--- src/pkg/dpsf_pkg.sv ---
// dpsf_pkg: constants and types for the semaphore flag host controller.
// assumes a 40 MHz system clock and one port of the dual-port flag latches outside.
package dpsf_pkg;
	localparam int          CLK_NS     = 25;
	localparam int          N_FLAGS    = 8;
	localparam int          IDX_W      = 3;
	localparam int          ADDR_W     = 16;
	localparam int          DATA_W     = 8;
	localparam int          CNT_W      = 3;
	// strobe timings in ns; least times, so counts round up
	localparam int          T_WR_NS    = 20;
	localparam int          T_GAP_NS   = 25;
	localparam int          T_ACC_NS   = 35;
	localparam int          WR_CYC     = ((T_WR_NS + CLK_NS - 1) / CLK_NS < 1) ? 1 :
	                                     (T_WR_NS + CLK_NS - 1) / CLK_NS;
	localparam int          GAP_CYC    = ((T_GAP_NS + CLK_NS - 1) / CLK_NS < 1) ? 1 :
	                                     (T_GAP_NS + CLK_NS - 1) / CLK_NS;
	localparam int          RD_CYC     = ((T_ACC_NS + CLK_NS - 1) / CLK_NS < 1) ? 1 :
	                                     (T_ACC_NS + CLK_NS - 1) / CLK_NS;
	localparam logic [CNT_W-1:0] WR_LAST  = CNT_W'(WR_CYC - 1);
	localparam logic [CNT_W-1:0] GAP_LAST = CNT_W'(GAP_CYC - 1);
	localparam logic [CNT_W-1:0] RD_LAST  = CNT_W'(RD_CYC - 1);
	localparam logic [CNT_W-1:0] CNT_ZERO = 3'h0;
	localparam logic [CNT_W-1:0] CNT_ONE  = 3'h1;
	localparam logic [IDX_W-1:0] IDX_ZERO = 3'h0;
	localparam logic [IDX_W-1:0] IDX_ONE  = 3'h1;
	localparam logic [IDX_W-1:0] IDX_LAST = 3'h7;
	localparam logic [N_FLAGS-1:0] FLAGS_NONE = 8'h00;
	localparam logic [DATA_W-1:0]  DATA_ZERO  = 8'h00;
	localparam logic [ADDR_W-IDX_W-1:0] ADDR_HI = 13'h0000;
	localparam logic        FLAG_TAKE  = 1'b0;
	localparam logic        FLAG_FREE  = 1'b1;

	typedef enum logic [1:0] {
		OP_CLAIM   = 2'h0,
		OP_RELEASE = 2'h1,
		OP_TEST    = 2'h2,
		OP_INIT    = 2'h3
	} dpsf_op_e;

	typedef enum logic [4:0] {
		ST_IDLE = 5'b00001,
		ST_WR   = 5'b00010,
		ST_GAP  = 5'b00100,
		ST_RD   = 5'b01000,
		ST_FIN  = 5'b10000
	} dpsf_state_e;
endpackage : dpsf_pkg

--- src/dpsf_host_ctrl.sv ---
// dpsf_host_ctrl: drives one port of the dual-port semaphore flags.
// assumes the flag pins are sampled synchronously to i_clk and the data bus
// is resolved outside from o_data_oe.
`timescale 1ns/1ps
`default_nettype none
module dpsf_host_ctrl (
	input  wire logic                          i_clk,
	input  wire logic                          i_rst_n,
	input  wire logic                          i_cmd_valid,
	input  wire dpsf_pkg::dpsf_op_e            i_cmd_op,
	input  wire logic [dpsf_pkg::IDX_W-1:0]    i_cmd_idx,
	output logic                               o_cmd_ready,
	output logic                               o_done,
	output logic                               o_granted,
	output logic [dpsf_pkg::N_FLAGS-1:0]       o_owned,
	output logic [dpsf_pkg::N_FLAGS-1:0]       o_pending,
	output logic                               o_ce_n,
	output logic                               o_flag_space_select_n,
	output logic                               o_rw_n,
	output logic                               o_oe_n,
	output logic [dpsf_pkg::ADDR_W-1:0]        o_addr,
	output logic [dpsf_pkg::DATA_W-1:0]        o_data_out,
	output logic                               o_data_oe,
	input  wire logic [dpsf_pkg::DATA_W-1:0]   i_data_in
);
	import dpsf_pkg::*;

	dpsf_state_e          state_r,    state_nxt;
	dpsf_op_e             op_r,       op_nxt;
	logic [IDX_W-1:0]     idx_r,      idx_nxt;
	logic [CNT_W-1:0]     cnt_r,      cnt_nxt;
	logic                 init_act_r, init_act_nxt;
	logic                 granted_r,  granted_nxt;
	logic                 done_r,     done_nxt;
	logic [N_FLAGS-1:0]   owned_r,    owned_nxt;
	logic [N_FLAGS-1:0]   pending_r,  pending_nxt;
	logic                 wr_bit;
	logic                 rd_low;

	////////////////////////////////////////////////////////////////////////////
	// sequencer

	// a read shows the flag on all bits; any low bit counts as taken, so a
	// torn bus with a single low bit reads as a grant
	assign rd_low = ~&i_data_in;
	assign wr_bit = (op_r == OP_CLAIM) ? FLAG_TAKE : FLAG_FREE;

	always_comb begin
		state_nxt    = state_r;
		op_nxt       = op_r;
		idx_nxt      = idx_r;
		cnt_nxt      = cnt_r;
		init_act_nxt = init_act_r;
		granted_nxt  = granted_r;
		done_nxt     = 1'b0;
		owned_nxt    = owned_r;
		pending_nxt  = pending_r;
		unique case (state_r)
			ST_IDLE: begin
				cnt_nxt = CNT_ZERO;
				if (init_act_r) begin
					// start-up clear: release each flag in turn
					op_nxt    = OP_RELEASE;
					state_nxt = ST_WR;
				end else if (i_cmd_valid) begin
					op_nxt  = i_cmd_op;
					idx_nxt = i_cmd_idx;
					if (i_cmd_op == OP_INIT) begin
						init_act_nxt = 1'b1;
						idx_nxt      = IDX_ZERO;
					end else if (i_cmd_op == OP_TEST) begin
						state_nxt = ST_RD;
					end else begin
						// claims always write before any read
						state_nxt = ST_WR;
					end
				end
			end
			ST_WR: begin
				cnt_nxt = cnt_r + CNT_ONE;
				if (cnt_r == WR_LAST) begin
					cnt_nxt   = CNT_ZERO;
					state_nxt = (op_r == OP_CLAIM) ? ST_GAP : ST_FIN;
				end
			end
			ST_GAP: begin
				cnt_nxt = cnt_r + CNT_ONE;
				if (cnt_r == GAP_LAST) begin
					cnt_nxt   = CNT_ZERO;
					state_nxt = ST_RD;
				end
			end
			ST_RD: begin
				cnt_nxt = cnt_r + CNT_ONE;
				if (cnt_r == RD_LAST) begin
					// the device latched its value when select and enable fell,
					// so sampling late in the strobe is safe
					cnt_nxt     = CNT_ZERO;
					granted_nxt = rd_low;
					state_nxt   = ST_FIN;
					if (rd_low) begin
						owned_nxt[idx_r]   = 1'b1;
						pending_nxt[idx_r] = 1'b0;
					end else if (op_r == OP_CLAIM) begin
						// the zero sits in our request latch until withdrawn
						pending_nxt[idx_r] = 1'b1;
						owned_nxt[idx_r]   = 1'b0;
					end
				end
			end
			ST_FIN: begin
				// one cycle with select high ends every access
				state_nxt = ST_IDLE;
				if (op_r == OP_RELEASE) begin
					owned_nxt[idx_r]   = 1'b0;
					pending_nxt[idx_r] = 1'b0;
					granted_nxt        = 1'b0;
				end
				if (init_act_r) begin
					if (idx_r == IDX_LAST) begin
						init_act_nxt = 1'b0;
						done_nxt     = 1'b1;
					end else begin
						idx_nxt = idx_r + IDX_ONE;
					end
				end else begin
					done_nxt = 1'b1;
				end
			end
			default: begin
				state_nxt = ST_IDLE;
			end
		endcase
	end

	always_ff @(posedge i_clk) begin
		if (!i_rst_n) begin
			state_r    <= ST_IDLE;
			op_r       <= OP_RELEASE;
			idx_r      <= IDX_ZERO;
			cnt_r      <= CNT_ZERO;
			init_act_r <= 1'b1;
			granted_r  <= 1'b0;
			done_r     <= 1'b0;
			owned_r    <= FLAGS_NONE;
			pending_r  <= FLAGS_NONE;
		end else begin
			state_r    <= state_nxt;
			op_r       <= op_nxt;
			idx_r      <= idx_nxt;
			cnt_r      <= cnt_nxt;
			init_act_r <= init_act_nxt;
			granted_r  <= granted_nxt;
			done_r     <= done_nxt;
			owned_r    <= owned_nxt;
			pending_r  <= pending_nxt;
		end
	end

	////////////////////////////////////////////////////////////////////////////
	// pins

	// memory enable is never asserted: this block only touches flag space
	assign o_ce_n                = 1'b1;
	assign o_flag_space_select_n = !((state_r == ST_WR) || (state_r == ST_RD));
	assign o_rw_n                = (state_r != ST_WR);
	assign o_oe_n                = (state_r != ST_RD);
	// upper lines are don't-care in flag space; driven low for a quiet bus
	assign o_addr                = {ADDR_HI, idx_r};
	assign o_data_out            = {{(DATA_W-1){1'b0}}, wr_bit};
	assign o_data_oe             = (state_r == ST_WR);
	assign o_cmd_ready           = (state_r == ST_IDLE) && !init_act_r;
	assign o_done                = done_r;
	assign o_granted             = granted_r;
	assign o_owned               = owned_r;
	assign o_pending             = pending_r;
endmodule : dpsf_host_ctrl
`default_nettype wire

--- config.mk ---
export PLATFORM = sky130hd
export DESIGN_NAME = dpsf_host_ctrl
export DESIGN_NICKNAME = d
export VERILOG_FILES = /design/src/pkg/dpsf_pkg.sv /design/src/dpsf_host_ctrl.sv
export SDC_FILE = /design/constraint.sdc
export NUM_CORES = 1
export LEC_CHECK = 0
export BUFFER_PORTS_ARGS = -buffer_cell sky130_fd_sc_hd__buf_2
export CAP_MARGIN = 40
export CORE_MARGIN = 5
export CORE_UTILIZATION = 51
export CTS_CLUSTER_SIZE = 14
export DETAILED_ROUTE_END_ITERATION = 16
export PLACE_DENSITY = 0.79
export SLEW_MARGIN = 30
export SYNTH_ARGS = -nofsm -noshare
export SYNTH_HDL_FRONTEND = slang
export SYNTH_SLANG_ARGS = --single-unit
--- constraint.sdc ---
create_clock -name i_clk -period 2.2 [get_ports i_clk]
set_input_delay 0.44 -clock i_clk [delete_from_list [all_inputs] [get_ports i_clk]]
set_output_delay 0.44 -clock i_clk [all_outputs]
set_load 0.1 [all_outputs]
Yosys cells after proc, flatten, opt, wreduce, memory -nomap -nowiden. Cells that the tools add are included. W data, S select, Z words.

Register bits: 32. Bits of input ports: 16.

Add/subtract/negate cells: 2. $lt $le $gt $ge: 2. Equality and inequality tests: 23. Multiplexer cells: 44. Bitwise operators: 5. Reduce and logical (&&, ||, !) cells: 20.

Operators by type and width (number): $mux W8 (8); $mux W5 (7); $pmux W8 S2 (2); $mux W3 (7); $pmux W5 S4 (1); $and A8 B8 Y8 (2); $or A8 B8 Y8 (2); $ne A2 B2 Y1 const B (7); $mux W1 (11); $reduce_and A5 Y1 (2); $ne A3 B3 Y1 const B (3); $pmux W3 S3 (1); $not A8 Y8 (1); $reduce_and A8 Y1 (1); $add A3 B1 Y3 const B (2); $pmux W3 S2 (1); $reduce_bool A2 Y1 (3); $eq A5 B1 Y1 const B (1); $eq A5 B2 Y1 const B (1); $eq A5 B3 Y1 const B (1); $eq A5 B4 Y1 const B (1); $eq A5 B5 Y1 const B (1); $ne A5 B2 Y1 const B (1); $ne A5 B4 Y1 const B (1); other kinds (21) (28).

Logic depth before layout (Yosys ltp). Gate-level depths: netlist (run 1).

Depth in word-level cells: 10. Depth in mapped cells: 7.

Worst setup path after synthesis (run 1). OpenSTA, ideal clock, no wires.

Path type: flip-flop to output port. Start: register state_r[0]. End: output o_flag_space_select_n. Data arrival time: 3.642 ns. Data required time: 1.760 ns. Setup slack: -1.882 ns. Stages on the path, launching flop included: 6. Buffers on the path: 1. Cells stage by stage: dfxtp_1 buf_2 nor2_1 nand3_1 inv_1 nor2_1.

Cells in the longest elaborated chain, start to end: 3. Elaborated cells on any way between the ends: 4. Those cells by class: eq/ne (2); reduce/logical (2).

Ends and longest elaborated chain: from (decl) (RTL line dpsf_host_ctrl.sv:28) `dpsf_state_e state_r, state_nxt;`; from (signal assigned) (RTL line dpsf_host_ctrl.sv:148) `state_r <= state_nxt;`; $eq A5 B2 Y1; via o_data_oe (RTL line dpsf_host_ctrl.sv:23) `output logic o_data_oe,`; $logic_or A1 B1 Y1 (RTL line dpsf_host_ctrl.sv:165) `assign o_flag_space_select_n = !((state_r == ST_WR) || (state_r == ST_RD));`; $logic_not A1 Y1 (RTL line dpsf_host_ctrl.sv:165); to (decl) (RTL line dpsf_host_ctrl.sv:18) `output logic o_flag_space_select_n,`.

The timed path passes the listed nets, and every way through them passes these cells.

Final worst setup path (run 1).
Start: register state_r[3]. End: output o_oe_n.

Cells in the longest elaborated chain, start to end: 1.

Ends and longest elaborated chain: $ne A5 B4 Y1 (RTL line dpsf_host_ctrl.sv:167) `assign o_oe_n = (state_r != ST_RD);`; to (decl) (RTL line dpsf_host_ctrl.sv:20) `output logic o_oe_n,`.

No other way between the ends.

==> results of run 1 <==
-- power by group through the flow --
| stage | registers [uW] | clock network, uW | logic [uW] |
|---|---|---|---|
| after floorplan | 635 | 0 | 478 |
| after global placement | 657 | 0 | 482 |
| after detailed placement | 657 | 0 | 483 |
| after CTS | 644 | 563 | 492 |
| after global routing | 652 | 593 | 519 |
| final | 647 | 560 | 496 |
-- layout make-up --
type / instances / area, um^2
inverter: 10 / 41.29
clock buffer: 6 / 72.57
tap: 50 / 62.56
fill: 355 / 1540
timing repair buffer: 53 / 325.3
sequential: 32 / 645.6
clock inverter: 2 / 35.03
multi-input combinational: 179 / 1277
-- cell families after synthesis --
logic type | share of synthesized area
AND/OR/NAND/NOR | 0.2307
flip-flops | 0.3044
AO/OA/AOI/OAI | 0.2652
adder cells (fa/ha/maj) | 0.03567
multiplexers | 0.01486
XOR/XNOR | 0.01249
other | 0.003569
buffers and inverters | 0.1332
-- layer usage --
layer | up-vias | wire (um)
met4 | 0 | 87
met2 | 79 | 2663
li1 | 955 | -
met1 | 947 | 2304
met3 | 9 | 408
met5 | - | 0
-- tightest hold or removal path, delay by kind of cell --
family,cells,cell delay [ps]
compound gates,1,70
buf+inv,1,100
simple gates,1,60
-- layout by cell type (no fill, tap or decap), types with 4 or more instances in the layout --
cell type | Yosys | layout
a21oi_1 | 5 | 5
nor3_1 | 7 | 7
buf_4 | 24 | 12
buf_2 | 5 | 39
nor2_1 | 12 | 10
conb_1 | 2 | 21
clkbuf_8 | 0 | 5
dfxtp_2 | 0 | 4
and2_1 | 4 | 4
o221a_1 | 8 | 8
and3_1 | 5 | 5
a41oi_1 | 9 | 9
ha_1 | 6 | 6
nand3_1 | 8 | 7
nand2_1 | 11 | 11
a211oi_1 | 17 | 17
inv_1 | 8 | 7
dfxtp_1 | 32 | 28
-- final timing paths --
path | start | to | slack, ps | cells after the start
max | state_r[3]$_SDFFE_PN0P_ | o_oe_n | 60 | 4
min | i_cmd_idx[0] | idx_r[0]$_SDFFE_PN0P_ | 420 | 3
max reg2reg | state_r[4]$_SDFFE_PN0P_ | state_r[3]$_SDFFE_PN0P_ | 230 | 5
min reg2reg | o_granted$_SDFFE_PN0P_ | o_granted$_SDFFE_PN0P_ | 490 | 2
-- per-stage QoR --
stage / worst slack [ps] / util / hold WS [ps] / total power [uW]
6_report: 63.54 / 0.6150 / 420.0 / 1703
5_1_grt: 31.04 / 0.6150 / 429.1 / 1763
4_1_cts: 52.25 / 0.6146 / 421.2 / 1699
3_5_place_dp: 258.7 / 0.5868 / 482.5 / 1141
3_3_place_gp: 317.4 / 0.5868 / 473.3 / 1139
2_1_floorplan: -300.2 / - / 479.0 / 1113
-- what timing repair did --
item                                    CTS  global route
endpoints found under the setup margin    2             1
resized for setup                         2             1
endpoints found under the hold margin     0             0
==> reports/qor.csv, run 1 <==
metric;value;unit
number of vias per cell;5.994;
cell taking the most area after synthesis;dfxtp_1;
clock latency on the worst-skew pair;290;ps
Initial Util;0.5261;
Synth area leaders;dfxtp_1, buf_4, a211oi_1, o221a_1, a41oi_1;
Post-synth top cells;dfxtp_1, buf_4, a211oi_1;
DRT iter0 DRCs;192;
M2 GR Usage;0.3425;
Comb pwr share;0.291;
Yosys top cell area share;0.3044;
crit path DAT;1700;ps
Final setup violation count;0;
Flop pwr share;0.380;
maximum root-to-sink buffer count;2;
switch share;0.3850;
met1 usage;0.2564;
share of layout cells above drive strength 1;0.3014;
Post-synth EDFFs;0;
Final min period;2136;ps
initial antenna violation count;0;
Clock Sinks;32;
Hold Vio Cnt, Final;0;
Total Routing Usage GR;0.2029;
top_reg_cell synth;dfxtp_1;
synthesis warning total;0;
WL per Instance;16.45;um
DRC;0;
cts hold-fix bufs;0;
total grt overflow;0;
Pins Over Slew Limit;0;
Die ar.;5511;um^2
ANT nets after route;0;
non-filler cells, final;332;
post-CTS setup buffer count;0;
Placed Cells;324;
PortBufs;42;
root buf cell;clkbuf_8;
Max FO, Critical Path;12;
startpoint types;flop;
NetSw;655.7;uW
Most Crowded Layer GR;met2;
setup TNS after final layout;0;ps
WL final;5463;um
Least-Margin Pin Slew;714.6;ps
HPWL Detailed;3893;um
peak per-stage delay on the critical path;470;ps
FP Rows;23;
Leak;0.001009;uW
NumNets Final;303;
Critical Path RT;1760;ps
pwr dens;692.4;nW/um^2
MaxCap Viol Count;0;
DR pass1 iterations;4;
CTS tree;yes;
post-synth design cell area;2105;um^2
largest net degree at the start of global routing;23;
CTS Buf Count;5;
Area after DPL;2347;um^2
IO Count;64;
area grow syn2layout;16.88;%
relative slew slack;0.5208;
P_int;1047;uW
fmax;0.4681;GHz
met3 Use GR;0.04054;
Final Cell Area;2460;um^2
#FFs+latches synth;32;
status;complete, no violations;
Buf/Inv on CP;2;
RSZ-0062 raised after global routing;no;
DR vias;1990;
die span in y;74.24;um
most frequent cell after synthesis;dfxtp_1;
Clk pwr share;0.329;
first-pass GRT wire length;8700;um
Core Area;4000;um^2
CP max-delay cell;dfxtp_2;
post-synthesis async set-or-reset flop share;0;
diode count;0;
# H-tree levels;2;
CP delay by family, top;simple AND/OR/NAND/NOR gates;
RD Place Congestion;0.7910;
vias in the first global route;1843;
Gate Count Post-Synth;239;
Seq/Total Area, Yosys;0.3044;
maximum vdd ir drop;0.4103;mV
crit end category;primary output;
worst path cell trace;nor4b_2 > and2b_1 > inv_1 > buf_2;
Avg Inst Size Synth;8.806;um^2
Die Wd;74.24;um
critical setup path kind;reg -> out;
worst hold path class;in -> reg;
Unique masters post-synth;64;
Worst-path clk slew;70;ps
clk_skew;6.762;ps
period utilization;0.9711;
Note: power is estimated with default switching activity, not from simulation.
==> inputs of run 2 (changes only) <==
==> constraint.sdc (replaced) <==
create_clock -name i_clk -period 2.2 [get_ports i_clk]
set_input_delay 0.66 -clock i_clk [delete_from_list [all_inputs] [get_ports i_clk]]
set_output_delay 0.66 -clock i_clk [all_outputs]
set_load 0.1 [all_outputs]
==> reports/qor.csv, run 2 (same netlist as run 1, synthesis figures left out) <==
metric;value;unit;change
# H-tree levels;2;;unchanged
storage element area;644.4;um^2;-0.19%
Max FO, Critical Path;6;;-6
MaxCap Viol Count;0;;unchanged
Final setup violation count;0;;unchanged
share of layout cells above drive strength 1;0.3368;;+0.03535
most frequent cells in the layout;buf_2, dfxtp_1, conb_1;;
Leak;0.001091;uW;+8.1%
Final min period;2143;ps;+6.204 ps
Worst Setup EP;o_flag_space_select_n;;
non-filler cells, final;341;;+2.7%
NumNets Final;312;;+3.0%
HPWL Detailed;4057;um;+4.2%
DRT iter0 DRCs;176;;-8.3%
# fillers;328;;-7.6%
period utilization;0.9739;;+0.002820
initial antenna violation count;0;;unchanged
ANT nets after route;0;;unchanged
CTS Buf Count;5;;unchanged
pwr dens;696.2;nW/um^2;+0.55%
r2r worst-path depth;5;;unchanged
FP Rows;23;;unchanged
Die ar.;5511;um^2;unchanged
root buf cell;clkbuf_8;;
Placed Cells;328;;+1.2%
worst reg2reg path startpoint;state_r[2]$_SDFFE_PN0P_;;
IO Count;64;;unchanged
number of vias per cell;5.848;;-2.4%
critical setup path kind;reg -> out;;
first-pass GRT wire length;8997;um;+3.4%
Hold Vio Cnt, Final;0;;unchanged
diode count;0;;unchanged
Final WS setup;57.34;ps;-6.204 ps
Critical Path RT;1540;ps;-220 ps
clk_skew;5.456;ps;-1.307 ps
die span in y;74.24;um;unchanged
WL final;5497;um;+0.62%
beginning of the critical path;state_r[4]$_SDFFE_PN0P_;;
DRC;0;;unchanged
area of the multi-input gates;1301;um^2;+1.9%
CTS tree;yes;;
total grt overflow;0;;unchanged
PortBufs;42;;unchanged
maximum root-to-sink buffer count;2;;unchanged
status;complete, no violations;;
Total Routing Usage GR;0.2037;;+0.0007804
crit end category;primary output;;
RD Place Congestion;0.8999;;+14%
Die Wd;74.24;um;unchanged
area grow syn2layout;24.20;%;
clock latency on the worst-skew pair;280;ps;about the same
largest net degree at the start of global routing;23;;unchanged
WL per Instance;16.12;um;-2.0%
startpoint types;flop;;
DR pass1 iterations;4;;unchanged
worst hold path class;reg -> reg;;
Post-Place Setup Slack;179.1;ps;-79.64 ps
fmax;0.4667;GHz;-0.29%
R2R Path End;idx_r[1]$_SDFFE_PN0P_;;
vias in the first global route;1871;;+1.5%
relative slew slack;0.6161;;+0.09537
Initial Util;0.5261;;unchanged
crit path DAT;1480;ps;-220 ps
Core Area;4000;um^2;unchanged
DR vias;1994;;+0.20%
Least-Margin Pin Slew;572.4;ps;-142.2 ps
Pins Over Slew Limit;0;;unchanged
Worst-path clk slew;70;ps;about the same
maximum vdd ir drop;0.4442;mV;+8.3%
most common cell after layout, fill and taps aside;buf_2;;
Clock Sinks;32;;unchanged
flop2flop setup slack;220;ps;about the same
==> run 2: repair_timing <==
item,in CTS,in global routing
setup buffers,2,3
hold buffers,0,0
setup endpoints to repair,2,4
resized for setup,3,6
pin swaps,0,2
==> run 2: metrics by stage <==
stage	hold slack, ps	area, um^2	total power, uW	utilization	setup TNS [ps]
2_1_floorplan	479.0	2240	1113	-	-536.6
3_3_place_gp	464.0	2414	1175	0.6034	0
3_5_place_dp	477.0	2414	1184	0.6034	0
4_1_cts	486.2	2562	1802	0.6406	0
5_1_grt	519.2	2614	1881	0.6534	-14.34
6_report	485.2	2614	1820	0.6534	0
==> run 2: how the worst min path moves through the flow <==
stage	slack, ps	start	cells past startpoint	end
after global placement	460	o_granted$_SDFFE_PN0P_	2	o_granted$_SDFFE_PN0P_
after detailed placement	480	o_granted$_SDFFE_PN0P_	2	o_granted$_SDFFE_PN0P_
after CTS	490	o_granted$_SDFFE_PN0P_	2	o_granted$_SDFFE_PN0P_
final	490	o_granted$_SDFFE_PN0P_	2	o_granted$_SDFFE_PN0P_
after global routing	520	o_granted$_SDFFE_PN0P_	2	o_granted$_SDFFE_PN0P_
after floorplan	480	op_r[1]$_SDFFE_PN0P_	2	op_r[1]$_SDFFE_PN0P_
==> run 2: power by group <==
part,internal [uW],switching [uW]
clock network,400,216
registers,595,16.2
logic,160,433
total,1160,665
==> run 2: area by class of cell <==
type / instances / share of cell area
multi-input combinational: 179 / 0.4978
sequential: 32 / 0.2465
timing repair buffer: 62 / 0.1661
clock buffer: 7 / 0.03686
tap: 50 / 0.02393
inverter: 10 / 0.01723
clock inverter: 1 / 0.01149
==> run 2: layer usage <==
metal  part of all wire  up-vias  wire length [um]  GRT usage
met4              0.017        0                91    0.06126
li1                   -      968                 -          -
met2               0.48       80              2639     0.3376
met3              0.073       13               400    0.03919
met5                  0        -                 0          0
met1               0.43      933              2365     0.2694
==> run 2: critical path, stage by stage, from the launching register on <==
cell        delay [ps]
dfxtp_1            410
buf_6              160
nor2_2              60
nand3_4             90
clkinvlp_4         150
nor2_4             150
buf_12             180
==> inputs of run 3 (changes only) <==
--- a/config.mk
+++ b/config.mk
@@ -5,9 +5,8 @@
 export SDC_FILE = /design/constraint.sdc
 export NUM_CORES = 1
 export LEC_CHECK = 0
-export BUFFER_PORTS_ARGS = -buffer_cell sky130_fd_sc_hd__buf_2
+export BUFFER_PORTS_ARGS = -buffer_cell sky130_fd_sc_hd__buf_4
 export CAP_MARGIN = 40
-export CORE_MARGIN = 5
 export CORE_UTILIZATION = 51
 export CTS_CLUSTER_SIZE = 14
 export DETAILED_ROUTE_END_ITERATION = 16
==> reports/qor.csv, run 3 (same netlist as run 1, synthesis figures left out) <==
metric;value;unit;change
first-pass GRT wire length;8901;um;-1.1%
Core Area;3799;um^2;-5.0%
Pins Over Slew Limit;0;;unchanged
hold_ws;466.9;ps;-18.34 ps
Placed Cells;324;;-1.2%
DRC;0;;unchanged
Initial Util;0.5540;;+0.02790
Tot Pwr;1678;uW;-7.8%
# fillers;322;;-1.8%
area grow syn2layout;24.38;%;
critical setup path kind;reg -> out;;
area of the multi-input gates;1289;um^2;-0.96%
Final min period;2187;ps;+44.36 ps
Post-Place Setup Slack;207.2;ps;+28.08 ps
Die ar.;4387;um^2;-20%
share of layout cells above drive strength 1;0.3299;;-0.006909
Final WS setup;12.98;ps;-44.36 ps
PortBufs;42;;unchanged
setup TNS after final layout;0;ps;unchanged
Leak;0.001061;uW;-2.7%
storage element area;650.6;um^2;+0.97%
status;complete, no violations;;
Clock Sinks;32;;unchanged
CP max-delay cell;dfxtp_4;;
non-filler cells, final;336;;-1.5%
total grt overflow;0;;unchanged
diode count;0;;unchanged
initial antenna violation count;0;;unchanged
Die Wd;66.24;um;-11%
DRT iter0 DRCs;212;;+20%
clock latency on the worst-skew pair;290;ps;about the same
most common cell after layout, fill and taps aside;buf_4;;
HPWL Detailed;3652;um;-10%
largest net degree at the start of global routing;24;;+4.3%
pwr dens;640.9;nW/um^2;-7.9%
Hold Vio Cnt, Final;0;;unchanged
cts hold-fix bufs;0;;unchanged
CTS Buf Count;5;;unchanged
number of vias per cell;6.089;;+4.1%
ANT nets after route;0;;unchanged
worst hold path class;reg -> reg;;
Comb pwr share;0.325;;about the same
RD Place Congestion;0.9280;;+3.1%
crit end category;primary output;;
NetSw;657.8;uW;-1.0%
Max FO, Critical Path;7;;+1
DR vias;2046;;+2.6%
Flop pwr share;0.379;;+0.043
RSZ-0062 raised after global routing;yes;;
Least-Margin Pin Slew;657.0;ps;+84.65 ps
# H-tree levels;2;;unchanged
clk_skew;5.520;ps;+0.06462 ps
NumNets Final;310;;-0.64%
FP Rows;22;;-4.3%
die span in y;66.24;um;-11%
WL per Instance;16.15;um;+0.18%
peak per-stage delay on the critical path;380;ps;-30 ps
period utilization;0.9941;;+0.02016
Final setup violation count;0;;unchanged
Critical Path RT;1540;ps;about the same
Clk pwr share;0.297;;-0.041
P_int;1020;uW;-12%
switch share;0.3921;;+0.02686
Worst-path clk slew;70;ps;about the same
MaxCap Viol Count;0;;unchanged
vias in the first global route;1848;;-1.2%
CTS tree;yes;;
DR pass1 iterations;4;;unchanged
worst path cell trace;nor4b_4 > and2b_2 > clkinvlp_4 > buf_8;;
most frequent cells in the layout;buf_4, dfxtp_1, conb_1;;
maximum root-to-sink buffer count;2;;unchanged
crit path DAT;1530;ps;+50 ps
startpoint types;flop;;
relative slew slack;0.5507;;-0.06545
root buf cell;clkbuf_8;;
maximum vdd ir drop;0.5814;mV;+31%
IO Count;64;;unchanged
fmax;0.4572;GHz;-2.0%
Total Routing Usage GR;0.2696;;+0.06596
WL final;5426;um;-1.3%
-- run 3: per-stage QoR --
step,cell area [um^2],utilization
2_1_floorplan,2240,-
3_3_place_gp,2441,0.6426
3_5_place_dp,2441,0.6426
4_1_cts,2586,0.6808
5_1_grt,2618,0.6891
6_report,2618,0.6891
-- run 3: power by group through the flow --
stage | Sequential, uW | Combinational [uW] | Clock [uW]
4_1_cts | 643 | 504 | 499
2_1_floorplan | 635 | 478 | 0
3_3_place_gp | 651 | 496 | 0
6_report | 636 | 544 | 497
5_1_grt | 638 | 568 | 534
3_5_place_dp | 652 | 500 | 0
-- run 3: area by class of cell --
class                   instances  area share
multi-input cells             179      0.4924
inverters                      10     0.01721
flip-flops and latches         32      0.2486
well taps                      48     0.02294
clock buffers                   7     0.03681
repair buffers                 60      0.1821
-- run 3: timing repair --
item / 4_1_cts / 5_1_grt
gates resized for setup: 7 / 5
setup buffers: 3 / 2
cloned: 0 / 0
setup endpoints to repair: 2 / 4
-- run 3: worst paths after layout --
kind	to	from	slack (ps)	cells past startpoint
max	o_oe_n	state_r[2]$_SDFFE_PN0P_	10	4
min reg2reg	o_granted$_SDFFE_PN0P_	o_granted$_SDFFE_PN0P_	470	2
max reg2reg	idx_r[2]$_SDFFE_PN0P_	state_r[2]$_SDFFE_PN0P_	170	5
min	o_granted$_SDFFE_PN0P_	o_granted$_SDFFE_PN0P_	470	2
-- run 3: critical path: cells and delay by family (launching register included) --
family,cells,cell delay (ps)
simple gates,2,550
flops,1,380
buf+inv,2,300
-- run 3: per-layer routing --
metal,vias to the layer above,routed length [um],global-route usage
li1,973,-,-
met3,17,458,0.08103
met2,110,2541,0.4311
met1,946,2280,0.3389
met4,0,146,0.09840
met5,-,0,0
